### src/irc_pkg.sv
`default_nettype none

package irc_pkg;

    localparam int IRC_AW = 8;

    // Register offsets
    localparam logic [7:0] IRC_OFF_RATE = 8'h00;
    localparam logic [7:0] IRC_OFF_CTRL1 = 8'h01;
    localparam logic [7:0] IRC_OFF_STAT = 8'h02;
    localparam logic [7:0] IRC_OFF_DATA = 8'h03;

    // Values after reset
    localparam logic [7:0] IRC_RATE_RST = 8'h20;
    localparam logic [7:0] IRC_CTRL1_RST = 8'h00;

    // Field positions of control_one
    localparam int IRC_B_EN = 7;
    localparam int IRC_B_IE = 6;
    localparam int IRC_B_MST = 5;
    localparam int IRC_B_TX = 4;
    localparam int IRC_B_ACK_DISABLE = 3;
    localparam int IRC_B_REPEAT_START_REQUEST = 2;

    // Field positions of the status register
    localparam int IRC_B_DONE = 7;
    localparam int IRC_B_BUSY = 5;
    localparam int IRC_B_ARBL = 4;
    localparam int IRC_B_FLAG = 1;
    localparam int IRC_B_RXAK = 0;

    // Bit counter value of the acknowledge slot
    localparam logic [3:0] IRC_ACK_SLOT = 4'h8;
    localparam logic [15:0] IRC_ONE = 16'h0001;

    // Multiplier select codes; the remaining codes 00 and 11 behave as times one
    localparam logic [1:0] IRC_MUL_X2 = 2'b01;
    localparam logic [1:0] IRC_MUL_X4 = 2'b10;

    // Divider and hold values for rate codes 0x20 to 0x3F, in table order
    localparam logic [11:0] IRC_DIV_TAB [32] = '{
        12'h0A0, 12'h0C0, 12'h0E0, 12'h100, 12'h120, 12'h140, 12'h180, 12'h1E0,
        12'h140, 12'h180, 12'h1C0, 12'h200, 12'h240, 12'h280, 12'h300, 12'h3C0,
        12'h280, 12'h300, 12'h380, 12'h400, 12'h480, 12'h500, 12'h600, 12'h780,
        12'h500, 12'h600, 12'h700, 12'h800, 12'h900, 12'hA00, 12'hC00, 12'hF00};
    localparam logic [9:0] IRC_SDA_TAB [32] = '{
        10'h011, 10'h011, 10'h021, 10'h021, 10'h031, 10'h031, 10'h041, 10'h041,
        10'h021, 10'h021, 10'h041, 10'h041, 10'h061, 10'h061, 10'h081, 10'h081,
        10'h041, 10'h041, 10'h081, 10'h081, 10'h0C1, 10'h0C1, 10'h101, 10'h101,
        10'h081, 10'h081, 10'h101, 10'h101, 10'h181, 10'h181, 10'h201, 10'h201};
    localparam logic [10:0] IRC_START_TAB [32] = '{
        11'h04E, 11'h05E, 11'h06E, 11'h07E, 11'h08E, 11'h09E, 11'h0BE, 11'h0EE,
        11'h09E, 11'h0BE, 11'h0DE, 11'h0FE, 11'h11E, 11'h13E, 11'h17E, 11'h1DE,
        11'h13E, 11'h17E, 11'h1BE, 11'h1FE, 11'h23E, 11'h27E, 11'h2FE, 11'h3BE,
        11'h27E, 11'h2FE, 11'h37E, 11'h3FE, 11'h47E, 11'h4FE, 11'h5FE, 11'h77E};
    localparam logic [10:0] IRC_STOP_TAB [32] = '{
        11'h051, 11'h061, 11'h071, 11'h081, 11'h091, 11'h0A1, 11'h0C1, 11'h0F1,
        11'h0A1, 11'h0C1, 11'h0E1, 11'h101, 11'h121, 11'h141, 11'h181, 11'h1E1,
        11'h141, 11'h181, 11'h1C1, 11'h201, 11'h241, 11'h281, 11'h301, 11'h3C1,
        11'h281, 11'h301, 11'h381, 11'h401, 11'h481, 11'h501, 11'h601, 11'h781};

    typedef enum logic [2:0] {
        ST_IDLE = 3'b000,
        ST_START = 3'b001,
        ST_LOW = 3'b010,
        ST_HIGH = 3'b011,
        ST_HOLD = 3'b100,
        ST_STOP = 3'b101,
        ST_RSTART = 3'b110
    } irc_state_e;

endpackage : irc_pkg

`default_nettype wire

### src/irc_ctrl.sv
// Functional notes
// - Rate codes 0x20..0x3F select divider and three hold counts from a constant table.
// - Serial clock period is multiplier times divider bus clock cycles.
// - SDA changes multiplier times SDA hold cycles after SCL falls.
// - Start holds SCL high start-hold; stop releases SDA stop-hold after SCL rises.
// - Module operates only while enable bit 7 is set.
// - Interrupt request raised only while interrupt enable bit 6 is set.
// - Master select 0 to 1 generates a start and enters master mode.
// - Master select 1 to 0 generates a stop and returns to slave operation.
// - Direction bit 4 picks transfer direction: 0 receive, 1 transmit.
// - When receiving, ack slot driven from ack disable bit 3: 0 acks.
// - Writing 1 to repeat start bit 2 as master makes a repeated start.
// - Repeat start bit always reads as 0.
// - Repeat start at an improper moment counts as lost arbitration.
//
// Local design decisions: strobed register access and the address map.
`timescale 1ns/1ps
`default_nettype none

module irc_ctrl (
    // Clock and reset
    input wire logic clk,
    input wire logic sys_rst,
    // Register port
    input wire logic [irc_pkg::IRC_AW-1:0] reg_addr,
    input wire logic [7:0] reg_wdata,
    input wire logic reg_wr,
    input wire logic reg_rd,
    output logic [7:0] reg_rdata,
    // Serial clock, open drain
    input wire logic scl_in,
    output logic scl_out,
    output logic scl_oe,
    // Serial data, open drain
    input wire logic sda_in,
    output logic sda_out,
    output logic sda_oe,
    // Interrupt request
    output logic irq
);
    import irc_pkg::*;

    typedef struct packed {
        irc_state_e st;
        logic [15:0] cnt;
        logic [3:0] bitn;
        logic ph;
        logic [7:0] shift;
        logic [7:0] rx;
        logic [5:0] code;
        logic [1:0] mul;
        logic en;
        logic ie;
        logic master_select;
        logic tx;
        logic ack_disable;
        logic done;
        logic arbl;
        logic flag;
        logic rxak;
        logic scl_oe;
        logic sda_oe;
        logic [7:0] rdata;
    } irc_regs_s;

    localparam irc_regs_s IRC_REGS_RST = '{
        st: ST_IDLE,
        code: IRC_RATE_RST[5:0],
        mul: IRC_RATE_RST[7:6],
        en: IRC_CTRL1_RST[IRC_B_EN],
        default: '0
    };

    irc_regs_s r_q;
    irc_regs_s r_d;
    logic [15:0] half_cnt;
    logic [15:0] sda_hold_cnt;
    logic [15:0] start_hold_cnt;
    logic [15:0] stop_hold_cnt;
    logic repeat_start_request_req;
    logic byte_go;
    logic lost;

    function automatic logic hit(input logic [15:0] c, input logic [15:0] x);
        return c == x - IRC_ONE;
    endfunction : hit

    irc_rate_lut u_lut (
        .clk(clk),
        .sys_rst(sys_rst),
        .clock_rate_code(r_q.code),
        .mul_sel(r_q.mul),
        .half_cnt(half_cnt),
        .sda_hold_cnt(sda_hold_cnt),
        .start_hold_cnt(start_hold_cnt),
        .stop_hold_cnt(stop_hold_cnt)
    );

    always_comb
    begin
        r_d = r_q;
        r_d.rdata = 8'h00;
        repeat_start_request_req = 1'b0;
        byte_go = 1'b0;
        lost = 1'b0;
        if (reg_wr)
        begin
            case (reg_addr)
                IRC_OFF_RATE:
                begin
                    r_d.mul = reg_wdata[7:6];
                    r_d.code = reg_wdata[5:0];
                end
                IRC_OFF_CTRL1:
                begin
                    r_d.en = reg_wdata[IRC_B_EN];
                    r_d.ie = reg_wdata[IRC_B_IE];
                    r_d.master_select = reg_wdata[IRC_B_MST];
                    r_d.tx = reg_wdata[IRC_B_TX];
                    r_d.ack_disable = reg_wdata[IRC_B_ACK_DISABLE];
                    repeat_start_request_req = reg_wdata[IRC_B_REPEAT_START_REQUEST];
                end
                IRC_OFF_STAT:
                begin
                    // Clears first; hardware sets further down win
                    if (reg_wdata[IRC_B_FLAG])
                        r_d.flag = 1'b0;
                    if (reg_wdata[IRC_B_ARBL])
                        r_d.arbl = 1'b0;
                end
                IRC_OFF_DATA:
                begin
                    r_d.done = 1'b0;
                    byte_go = r_q.tx;
                end
                default:
                begin
                end
            endcase
        end
        if (reg_rd)
        begin
            case (reg_addr)
                IRC_OFF_RATE:
                    r_d.rdata = {r_q.mul, r_q.code};
                IRC_OFF_CTRL1:
                    r_d.rdata = {r_q.en, r_q.ie, r_q.master_select, r_q.tx, r_q.ack_disable, 3'b000};
                IRC_OFF_STAT:
                    r_d.rdata = {r_q.done, 1'b0, r_q.st != ST_IDLE, r_q.arbl, 2'b00, r_q.flag, r_q.rxak};
                IRC_OFF_DATA:
                begin
                    r_d.rdata = r_q.rx;
                    r_d.done = 1'b0;
                    // Reading in receive mode starts the next byte
                    byte_go = !r_q.tx;
                end
                default:
                    r_d.rdata = 8'h00;
            endcase
        end
        if (r_q.en)
        begin
            // A released SCL still held low by someone else stretches the count
            if (r_q.scl_oe || scl_in)
                r_d.cnt = r_q.cnt + IRC_ONE;
            unique case (r_q.st)
                ST_IDLE:
                    if (r_q.master_select)
                    begin
                        r_d.st = ST_START;
                        r_d.sda_oe = 1'b1;
                        r_d.cnt = '0;
                    end
                ST_START:
                    if (hit(r_q.cnt, start_hold_cnt))
                    begin
                        r_d.scl_oe = 1'b1;
                        r_d.st = ST_HOLD;
                    end
                ST_HOLD:
                    if (repeat_start_request_req && r_q.master_select)
                    begin
                        r_d.st = ST_RSTART;
                        r_d.ph = 1'b0;
                        r_d.cnt = '0;
                    end
                    else if (!r_q.master_select)
                    begin
                        r_d.st = ST_STOP;
                        r_d.ph = 1'b0;
                        r_d.cnt = '0;
                    end
                    else if (byte_go)
                    begin
                        r_d.st = ST_LOW;
                        r_d.cnt = '0;
                        r_d.bitn = 4'h0;
                        if (r_q.tx)
                            r_d.shift = reg_wdata;
                    end
                ST_LOW:
                begin
                    if (hit(r_q.cnt, sda_hold_cnt))
                    begin
                        if (r_q.bitn == IRC_ACK_SLOT)
                            r_d.sda_oe = !r_q.tx && !r_q.ack_disable;
                        else
                            r_d.sda_oe = r_q.tx && !r_q.shift[7];
                    end
                    if (hit(r_q.cnt, half_cnt))
                    begin
                        r_d.scl_oe = 1'b0;
                        r_d.st = ST_HIGH;
                        r_d.cnt = '0;
                    end
                end
                ST_HIGH:
                    if (hit(r_q.cnt, half_cnt))
                    begin
                        if (r_q.bitn == IRC_ACK_SLOT)
                        begin
                            if (r_q.tx)
                                r_d.rxak = sda_in;
                            r_d.st = ST_HOLD;
                            r_d.done = 1'b1;
                            r_d.flag = 1'b1;
                        end
                        else
                        begin
                            // A released one read back as zero means another master won
                            lost = r_q.tx && !r_q.sda_oe && !sda_in;
                            r_d.shift = {r_q.shift[6:0], sda_in};
                            if (!r_q.tx && r_q.bitn == 4'h7)
                                r_d.rx = {r_q.shift[6:0], sda_in};
                            r_d.bitn = r_q.bitn + 4'h1;
                            r_d.st = ST_LOW;
                        end
                        r_d.scl_oe = 1'b1;
                        r_d.cnt = '0;
                    end
                ST_STOP:
                    if (!r_q.ph)
                    begin
                        if (hit(r_q.cnt, sda_hold_cnt))
                            r_d.sda_oe = 1'b1;
                        if (hit(r_q.cnt, half_cnt))
                        begin
                            r_d.scl_oe = 1'b0;
                            r_d.ph = 1'b1;
                            r_d.cnt = '0;
                        end
                    end
                    else if (hit(r_q.cnt, stop_hold_cnt))
                    begin
                        r_d.sda_oe = 1'b0;
                        r_d.st = ST_IDLE;
                    end
                ST_RSTART:
                    if (!r_q.ph)
                    begin
                        if (hit(r_q.cnt, sda_hold_cnt))
                            r_d.sda_oe = 1'b0;
                        if (hit(r_q.cnt, half_cnt))
                        begin
                            r_d.scl_oe = 1'b0;
                            r_d.ph = 1'b1;
                            r_d.cnt = '0;
                        end
                    end
                    else if (hit(r_q.cnt, half_cnt))
                    begin
                        r_d.sda_oe = 1'b1;
                        r_d.st = ST_START;
                        r_d.cnt = '0;
                    end
                default:
                    r_d.st = ST_IDLE;
            endcase
            // Not master: the request is dropped and the bus left alone
            if (repeat_start_request_req && r_q.master_select && r_q.st != ST_HOLD)
                lost = 1'b1;
            if (lost)
            begin
                r_d.arbl = 1'b1;
                r_d.flag = 1'b1;
                r_d.master_select = 1'b0;
                r_d.st = ST_IDLE;
                r_d.scl_oe = 1'b0;
                r_d.sda_oe = 1'b0;
            end
        end
        else
        begin
            // Disabling mid-transfer releases the bus at once, no stop is sent
            r_d.st = ST_IDLE;
            r_d.scl_oe = 1'b0;
            r_d.sda_oe = 1'b0;
        end
    end

    always_ff @(posedge clk or posedge sys_rst)
    begin
        if (sys_rst)
            r_q <= IRC_REGS_RST;
        else
            r_q <= r_d;
    end

    assign reg_rdata = r_q.rdata;
    assign scl_out = 1'b0;
    assign sda_out = 1'b0;
    assign scl_oe = r_q.scl_oe;
    assign sda_oe = r_q.sda_oe;
    assign irq = r_q.en && r_q.ie && r_q.flag;
endmodule : irc_ctrl

`default_nettype wire

### src/irc_rate_lut.sv
`timescale 1ns/1ps
`default_nettype none

module irc_rate_lut (
    // Clock and reset
    input wire logic clk,
    input wire logic sys_rst,
    // Rate selection
    input wire logic [5:0] clock_rate_code,
    input wire logic [1:0] mul_sel,
    // Counts in bus clock cycles, already scaled by the multiplier
    output logic [15:0] half_cnt,
    output logic [15:0] sda_hold_cnt,
    output logic [15:0] start_hold_cnt,
    output logic [15:0] stop_hold_cnt
);
    import irc_pkg::*;

    typedef struct packed {
        logic [15:0] half;
        logic [15:0] sda;
        logic [15:0] start;
        logic [15:0] stop;
    } irc_lut_s;

    irc_lut_s r_q;
    irc_lut_s r_d;
    logic [4:0] idx;
    logic [1:0] sh;

    always_comb
    begin
        // Codes below 0x20 fold onto this half of the table
        idx = clock_rate_code[4:0];
        sh = (mul_sel == IRC_MUL_X2) ? 2'h1 : ((mul_sel == IRC_MUL_X4) ? 2'h2 : 2'h0);
        // Registered so the multiply never sits in the bus timing path
        r_d.half = 16'(({4'h0, IRC_DIV_TAB[idx]} << sh) >> 1);
        r_d.sda = 16'({6'h00, IRC_SDA_TAB[idx]} << sh);
        r_d.start = 16'({5'h00, IRC_START_TAB[idx]} << sh);
        r_d.stop = 16'({5'h00, IRC_STOP_TAB[idx]} << sh);
    end

    always_ff @(posedge clk or posedge sys_rst)
    begin
        if (sys_rst)
            r_q <= '0;
        else
            r_q <= r_d;
    end

    assign half_cnt = r_q.half;
    assign sda_hold_cnt = r_q.sda;
    assign start_hold_cnt = r_q.start;
    assign stop_hold_cnt = r_q.stop;

endmodule : irc_rate_lut

`default_nettype wire

### config.mk
export PLATFORM = sky130hd
export DESIGN_NAME = irc_ctrl
export DESIGN_NICKNAME = d
export VERILOG_FILES = /design/src/irc_pkg.sv /design/src/irc_ctrl.sv /design/src/irc_rate_lut.sv
export SDC_FILE = /design/constraint.sdc
export NUM_CORES = 1
export LEC_CHECK = 0
export BUFFER_PORTS_ARGS = -buffer_cell sky130_fd_sc_hd__buf_4
export CORE_ASPECT_RATIO = 0.8
export CORE_MARGIN = 2
export CORE_UTILIZATION = 65
export CTS_CLUSTER_DIAMETER = 150
export DETAILED_ROUTE_END_ITERATION = 7
export PLACE_DENSITY = 0.83
export SYNTH_ARGS = -nofsm -noshare
export SYNTH_HDL_FRONTEND = slang
export SYNTH_HIERARCHICAL = 1
export SYNTH_SLANG_ARGS = --single-unit
### constraint.sdc
create_clock -name clk -period 7.4 [get_ports clk]
set_clock_uncertainty 0.15 [all_clocks]
set_input_delay 0.74 -clock clk [delete_from_list [all_inputs] [get_ports clk]]
set_output_delay 0.74 -clock clk [all_outputs]
set_load 0.02 [all_outputs]
======== After elaboration in Yosys (flattened, before gate mapping) ========
Memory sizes are Yosys's and may differ from the RTL's.
Cells that the tools add are included.
W data, S select, Z words.
storage, ports and cells
  RAM bits ................................ 0
  output and inout port bits .............. 13
  bits of input ports ..................... 22
  memory bits (read-only) ................. 1408
  register bits ........................... 130
  word-level logic and storage cells ...... 209
  latch bits .............................. 0
  memories ................................ 4
cells by class
  reduce and logical (&&, ||, !) cells .... 31
  bitwise logic cells ..................... 2
  magnitude comparators ................... 1
  shift operators ......................... 4
  $mul .................................... 0
  $add $sub $neg .......................... 6
  divide/modulo/power cells ............... 0
  multiplexer cells ....................... 95
  eq/ne operators ......................... 42
memory list
  memory           depth  width  read ports  clocked after Yosys merged registers in  wr ports  RTL line            text
  (no name shown)  32     12     1           0                                        0         irc_rate_lut.sv:37  r_d.half = 16'(({4'h0, IRC_DIV_TAB[idx]} << sh) >> 1);
  (no name shown)  32     11     1           0                                        0         irc_rate_lut.sv:39  r_d.start = 16'({5'h00, IRC_START_TAB[idx]} << sh);
  (no name shown)  32     11     1           0                                        0         irc_rate_lut.sv:40  r_d.stop = 16'({5'h00, IRC_STOP_TAB[idx]} << sh);
  (no name shown)  32     10     1           0                                        0         irc_rate_lut.sv:38  r_d.sda = 16'({6'h00, IRC_SDA_TAB[idx]} << sh);
operator list
  kind                     count
  $mux W16                 6
  $pmux W16 S6             1
  $mux W19                 5
  $eq A16 B16 Y1           4
  $mux W8                  6
  $sub A16 B1 Y16 const B  3
  $mux W23                 2
  $mux W11                 4
  $mux W1                  38
  $ne A4 B4 Y1 const B     9
  $pmux W8 S4              1
  $shl A11 B2 Y16          2
  $mux W3                  9
  $mux W12                 2
  $pmux W3 S7              1
  $mux W10                 2
  $ne A5 B5 Y1 const B     4
  $add A16 B1 Y16 const B  1
  $eq A8 B2 Y1 const B     2
  $mux W2                  8
  $mux W4                  4
  $pmux W8 S2              1
  $shl A10 B2 Y16          1
  $shl A12 B2 Y16          1
  other kinds (38)         64

======== Longest topological paths before layout ========
Gate-level depths: netlist of run 1.
  depth after elaboration ................. 11
  mapped depth ............................ 14

======== Hierarchy ========
The synthesis of run 1 kept the hierarchy.
by module, submodules not included
  module        area an instance (um^2)  cells each  times used
  irc_ctrl      6004.5                   723         1
  irc_rate_lut  2139.6                   231         1

======== Least setup slack after synthesis of run 1 ========
Ideal clock, no wire load.
  path kind ............................... register to register
  start point ............................. register u_lut/stop_hold_cnt[8] (netlist name)
  end point ............................... register r_q[27] (netlist name)
  path buffers ............................ 3
  setup time .............................. 0.127 ns
  arrival ................................. 3.119 ns
  cell stages (with the launch flop) ...... 13
  required time ........................... 7.123 ns
  setup slack ............................. 4.004 ns
  clock period less this slack ............ 3.396 ns
  cell sequence ........................... dfrtp_1 > buf_6 > or4_1 > buf_2 > or3_4 > nor4_1 > o221a_2 > nand2_1 > or3_1 > nor3_1 > and3_1 > buf_4 > mux2_1
RTL lines
  item                  RTL line         text
  to (signal assigned)  irc_ctrl.sv:306  r_q <= r_d;
  to (decl)             irc_ctrl.sv:74   irc_regs_s r_q;

==> results.sh, run 1 <==
export IMPL_outcome="complete, no violations"
export IMPL_fin_nets=949
export IMPL_postCtsSetupBuffers=0
export IMPL_r2r_cells=9
export IMPL_seq_area_frac_synth_pct=31.4
export IMPL_critPathBufInv=0
export IMPL_grt_pass1_wl_mm=33.0
export IMPL_drt_vias_per_instance=6.40
export IMPL_r2r_slack_ns=3.28
export IMPL_grt_max_degree=68
export IMPL_async_flop_share_pct=100
export IMPL_root_buffer="clkbuf_16"
export IMPL_grt_usage_pct=30.9
export IMPL_routed_wl_mm=19.9
export IMPL_final_cell_mix="dfrtp_1 (101), nor2_1 (84), nand2_1 (67)"
export IMPL_vias=6979
export IMPL_clockBufferDepth=2
export IMPL_cts_resized=0
export IMPL_synthTopCellsByArea="dfrtp_1 (31%), xnor2_1 (5.2%), xor2_1 (4.3%), nor2_1 (3.9%), buf_4 (3.8%)"
export IMPL_synth_cells=954
export IMPL_post_drt_wl_per_cell_um=18.3
export IMPL_place_hpwl_mm=14.6
export IMPL_antenna_found_initial=0
export IMPL_core_area_um2=12200
export IMPL_fmax_mhz=243
export IMPL_p_per_area_nw_per_um2=162
export IMPL_placed_cell_area_um2=8120
export IMPL_synth_edf_count=0
export IMPL_regArea_um2=2550
export IMPL_synth_area_um2=8140
export IMPL_crit_fanout=16
export IMPL_rows=36
export IMPL_cp_start_kind="flop"
export IMPL_ys_flop_type="dfrtp_1"
export IMPL_synth_area_per_cell_um2=8.54
export IMPL_r2r_start="u_lut/stop_hold_cnt[4]"
export IMPL_cts_tree="built"
export IMPL_worstMarginPinSlew_ns=1.09
export IMPL_crit_required_ns=7.54
export IMPL_num_antenna_cells=0
export IMPL_finalWeightedCongestion=0.966
export IMPL_rsz0062_at_grt="false"
export IMPL_min_period_over_period_pct=55.7
export IMPL_critical_path_top_delay_family="simple AND/OR/NAND/NOR gates"
export IMPL_critPathArrivalTime_ns=4.26
export IMPL_htreeDepth=3
export IMPL_num_fill_cells=1001
export IMPL_grt_pass1_vias=6307
export IMPL_ys_seq_elements=102
export IMPL_dr_first_iter_drc_count=729
export IMPL_setup_viol=0
export IMPL_syn_to_final_growth_pct=3.56
export IMPL_die_width_um=129
export IMPL_cp_slowest_cell="a21oi_2"
export IMPL_numCtsBuffers=9
export IMPL_slew_headroom_pct=27.0
export IMPL_tns_ns=0
export IMPL_finalMaxSlewViolations=0
export IMPL_critPathMaxStageDelay_ns=0.67
export IMPL_grt_overflow=0
export IMPL_r2r_end="r_q[42]"
export IMPL_postLayoutCoreUtil_pct=69.1
export IMPL_ir_drop_mv=0.137
export IMPL_io_buffers=32
export IMPL_worst_path_stages=9
export IMPL_power_leakage_nw=3.52
export IMPL_post_route_min_period_ns=4.12
export IMPL_crit_type="reg2reg"
export IMPL_cts_hold_buf=0
export IMPL_die_area_um2=13400
export IMPL_die_h_um=104
export IMPL_netlist_area_leader_share_pct=31.0
export IMPL_start_util_pct=66.7
export IMPL_critPathLaunch="u_lut/stop_hold_cnt[4]"
export IMPL_route_detailed_drc=0
export IMPL_io_pin_count=35
export IMPL_hold_violations=0
export IMPL_stdcell_area_um2=8430
export IMPL_clk_pin_slew_ns=0.08
export IMPL_mostFrequentLayoutCell="dfrtp_1"
export IMPL_clock_sinks=102
export IMPL_drtPass1Iterations=5
export IMPL_setup_worst_path_end="r_q[42]"
export IMPL_worstSkewPairLatency_ns=0.36
export IMPL_drv_cap=0
export IMPL_ys_warn_count=6
export IMPL_crit_chain="or4_4, or3_1, nor4_1, o221a_2, and4bb_1, nand2_1, a21oi_2, nor2_1, a21oi_1"
export IMPL_layout_drive_gt1_share_pct=12.6
export IMPL_synth_cell_type_count=93
export IMPL_endpoint_kind="flop"
export IMPL_synth_top_area_cell="dfrtp_1"
export IMPL_ant_nets=0
export IMPL_hp_class="in2async"
export IMPL_multi_input_area_um2=4940
-- where the power goes --
| group | internal (mW) | switching [mW] |
|---|---|---|
| Clock | 0.243 | 0.240 |
| Combinational | 0.111 | 0.132 |
| Sequential | 0.579 | 0.0636 |
| Total | 0.933 | 0.435 |
-- sequential cells by signal, indices dropped and copies added (netlist names) --
name                  cells
r_q                      57
scl_oe                    1
reg_rdata                 8
sda_oe                    1
u_lut/stop_hold_cnt      14
u_lut/start_hold_cnt     12
u_lut/sda_hold_cnt        9
-- worst min-delay path by stage --
stage	endpoint	slack (ns)	depth (start not counted)
2_1_floorplan	r_q[13]	0.29	1
6_report	u_lut/stop_hold_cnt[7]	0.32	3
5_1_grt	u_lut/stop_hold_cnt[7]	0.36	3
3_5_place_dp	r_q[13]	0.32	1
4_1_cts	r_q[13]	0.33	1
3_3_place_gp	r_q[12]	0.31	1
-- cells in the mapped netlist, types with 6 or more instances --
| cell type | instances |
|---|---|
| mux2_1 | 9 |
| nand4_1 | 18 |
| a21oi_1 | 47 |
| and2_1 | 8 |
| mux2i_1 | 20 |
| xnor2_1 | 48 |
| dfrtp_1 | 101 |
| nor3_1 | 30 |
| buf_2 | 10 |
| o21ai_0 | 28 |
| o22ai_1 | 7 |
| a211oi_1 | 10 |
| nor3b_1 | 8 |
| a21o_1 | 6 |
| a31oi_1 | 10 |
| or4_1 | 9 |
| a22oi_1 | 13 |
| buf_4 | 41 |
| nor4_1 | 20 |
| o21ai_1 | 15 |
| or2_2 | 7 |
| inv_1 | 31 |
| and3_1 | 11 |
| nand2b_1 | 18 |
| mux4_2 | 6 |
| xor2_1 | 40 |
| nor2_1 | 84 |
| ha_1 | 12 |
| buf_1 | 8 |
| or3_1 | 10 |
| nor2b_1 | 9 |
| nand2_1 | 67 |
| clkbuf_1 | 39 |
| nand3_1 | 24 |
| mux2_2 | 18 |
-- kinds of logic after synthesis --
family,synth area share (%)
buffers and inverters,8.59
AND/OR/NAND/NOR,24.3
other,0.0922
XOR/XNOR,9.46
adder cells (fa/ha/maj),1.84
flip-flops,31.4
AO/OA/AOI/OAI,16.0
multiplexers,8.40
-- worst reg2reg max path: cells and delay by family (launching register included) --
family          cells  cell delay (ns)
flops               1             0.54
compound gates      3             1.08
simple gates        6             2.29
-- layout make-up --
cell class                 count  share of cell area (%)
clock buffer                   9                    2.67
multi-input combinational    730                    58.6
tap                          171                    2.54
clock inverter                 7                    1.05
timing repair buffer          37                    3.29
inverter                      35                    1.56
sequential                   102                    30.3
-- routing by layer --
metal  vias to the layer above  share of wire, %  GRT usage (%)
met5                         -                 0              0
met2                       286                42           42.7
li1                       3295                 -              -
met3                        29               8.8           6.74
met1                      3369                47           48.4
met4                         0               1.6           8.00
-- metrics by stage --
stage          setup WS, ns  cells  total power, mW  hold WS [ns]
5_1_grt                3.07   1091             1.43         0.364
4_1_cts                3.38   1091             1.37         0.331
6_report               3.28   1091             1.37         0.318
3_5_place_dp           3.39   1075            0.888         0.315
2_1_floorplan          4.00    968            0.843         0.295
3_3_place_gp           3.49   1075            0.882         0.308
Note: power is estimated with default switching activity, not from simulation.
==> inputs of run 2 (changes only) <==
--- a/config.mk
+++ b/config.mk
@@ -8,10 +8,10 @@
 export BUFFER_PORTS_ARGS = -buffer_cell sky130_fd_sc_hd__buf_4
 export CORE_ASPECT_RATIO = 0.8
 export CORE_MARGIN = 2
-export CORE_UTILIZATION = 65
+export CORE_UTILIZATION = 57
 export CTS_CLUSTER_DIAMETER = 150
 export DETAILED_ROUTE_END_ITERATION = 7
-export PLACE_DENSITY = 0.83
+export PLACE_DENSITY = 0.78
 export SYNTH_ARGS = -nofsm -noshare
 export SYNTH_HDL_FRONTEND = slang
 export SYNTH_HIERARCHICAL = 1
==> constraint.sdc (replaced) <==
create_clock -name clk -period 3.5 [get_ports clk]
set_clock_uncertainty 0.15 [all_clocks]
set_input_delay 0.35 -clock clk [delete_from_list [all_inputs] [get_ports clk]]
set_output_delay 0.35 -clock clk [all_outputs]
set_load 0.02 [all_outputs]
==> run 2 against run 1 <==
Compared with the run above: the run now ends with negative setup slack left; global-route usage shrank 2.5 points; critical endpoint is now r_q[27]; core utilization fell by 5.3 points; critical path type unchanged; worst hold slack worse by 0.24 ns; clock power increased by 110%; flip-flop and latch count unchanged; via count is 4.3% higher.
==> results.sh, run 2 (synthesized netlist as in run 1, its figures left out) <==
export IMPL_crit_fanout=8
export IMPL_finalWeightedCongestion=0.902
export IMPL_core_area_um2=14100
export IMPL_dp_cells=1131
export IMPL_cts_tree="built"
export IMPL_largest_reg_flops=57
export IMPL_grt_overflow=0
export IMPL_hold_violations=0
export IMPL_mostFrequentLayoutCell="dfrtp_1"
export IMPL_worstMarginPinSlew_ns=0.953
export IMPL_num_antenna_cells=0
export IMPL_dr_first_iter_drc_count=885
export IMPL_stdcell_area_um2=9000
export IMPL_cp_start_kind="flop"
export IMPL_clockBufferDepth=2
export IMPL_routed_wl_mm=21.2
export IMPL_drtPass1Iterations=5
export IMPL_drt_vias_per_instance=6.28
export IMPL_endpoint_kind="flop"
export IMPL_grt_max_degree=45
export IMPL_grt_pass1_vias=6466
export IMPL_route_detailed_drc=0
export IMPL_tns_ns=-0.523
export IMPL_worst_slack_ns=-0.0715
export IMPL_critPathArrivalTime_ns=3.68
export IMPL_root_buffer="clkbuf_16"
export IMPL_p_per_area_nw_per_um2=329
export IMPL_postLayoutCoreUtil_pct=63.8
export IMPL_min_period_over_period_pct=102
export IMPL_die_h_um=111
export IMPL_outcome="finished with violations"
export IMPL_post_route_min_period_ns=3.57
export IMPL_vias=7278
export IMPL_clock_sinks=102
export IMPL_syn_to_final_growth_pct=10.5
export IMPL_max_flop_register="r_q"
export IMPL_stdcell_count=1158
export IMPL_placed_cell_area_um2=8500
export IMPL_htreeDepth=3
export IMPL_finalMaxSlewViolations=0
export IMPL_clk_pin_slew_ns=0.08
export IMPL_hold_ws_ns=0.0826
export IMPL_final_cell_mix="dfrtp_1 (101), buf_4 (86), nor2_1 (84)"
export IMPL_num_fill_cells=1130
export IMPL_post_drt_wl_per_cell_um=18.3
export IMPL_die_area_um2=15300
export IMPL_hp_class="in2reg"
export IMPL_start_util_pct=57.7
export IMPL_layout_drive_gt1_share_pct=19.4
export IMPL_place_hpwl_mm=15.5
export IMPL_antenna_found_initial=0
export IMPL_power_leakage_nw=3.82
export IMPL_grt_usage_pct=28.4
export IMPL_ir_drop_mv=0.228
export IMPL_rsz0062_at_grt="true"
export IMPL_ant_nets=0
export IMPL_drv_cap=0
export IMPL_numCtsBuffers=9
export IMPL_violations="negative setup slack"
export IMPL_grt_pass1_wl_mm=34.3
export IMPL_die_width_um=138
export IMPL_setup_viol=8
export IMPL_fmax_mhz=280
export IMPL_io_buffers=32
export IMPL_crit_required_ns=3.60
export IMPL_io_pin_count=35
export IMPL_fin_nets=1003
export IMPL_rows=39
export IMPL_crit_type="reg2reg"
export IMPL_slew_headroom_pct=36.4
export IMPL_worstSkewPairLatency_ns=0.36
[run 2: final timing paths]
| check | endpoint | depth (start not counted) | startpoint | slack (ns) |
|---|---|---|---|---|
| max | r_q[27] | 10 | u_lut/stop_hold_cnt[4] | -0.07 |
| max in group asynchronous | r_q[14] | 4 | sys_rst | 1.84 |
| min in group asynchronous | u_lut/sda_hold_cnt[10] | 4 | sys_rst | 0.51 |
| min reg2reg | r_q[30] | 1 | r_q[30] | 0.34 |
| max reg2reg | r_q[27] | 10 | u_lut/stop_hold_cnt[4] | -0.07 |
| min | r_q[21] | 2 | reg_wdata[0] | 0.08 |
[run 2: stage by stage]
| step | setup WS (ns) | total power [mW] |
|---|---|---|
| 4_1_cts | 0.00157 | 2.94 |
| 3_3_place_gp | -0.0113 | 1.90 |
| 5_1_grt | -0.130 | 3.08 |
| 6_report | -0.0715 | 2.96 |
| 3_5_place_dp | -0.116 | 1.92 |
| 2_1_floorplan | 0.104 | 1.78 |
[run 2: routing by layer]
metal / part of all wire (%) / track usage [%] / vias to the layer above
met3: 8.4 / 7.00 / 31
met1: 45 / 42.2 / 3532
met2: 45 / 42.1 / 323
met4: 1.4 / 5.70 / 0
li1: - / - / 3392
met5: 0 / 0 / -
[run 2: repair_timing]
action / 4_1_cts / 5_1_grt
pin swaps: 2 / 11
buffers inserted: 2 / 8
hold buffers: 1 / 0
gates cloned: 0 / 0
setup endpoints to repair: 10 / 35
resized for setup: 5 / 20
hold endpoints to repair: 35 / 0
[run 2: report_power, final]
group          total [mW]  internal, mW  switching [mW]
Combinational       0.625         0.275           0.350
Clock                1.03         0.512           0.516
Sequential           1.31          1.23          0.0817
Total                2.96          2.01           0.948
[run 2: cell type report]
cell class	count	area, um^2	area share, %
clock buffers	9	225	2.50
clock inverters	7	87.6	0.973
inverters	35	131	1.46
multi-input cells	730	5050	56.1
flip-flops and latches	102	2550	28.4
well taps	184	230	2.56
repair buffers	91	721	8.01
[run 2: critical path, cell delays in order, from the launching register on]
cell     delay, ns
dfrtp_1       0.39
or4_4         0.53
or3_4         0.44
nor4_4        0.28
o221a_2       0.25
nand2_1       0.07
or3_1         0.41
nor3_2        0.21
and3_4        0.27
buf_12        0.14
mux2_1        0.31
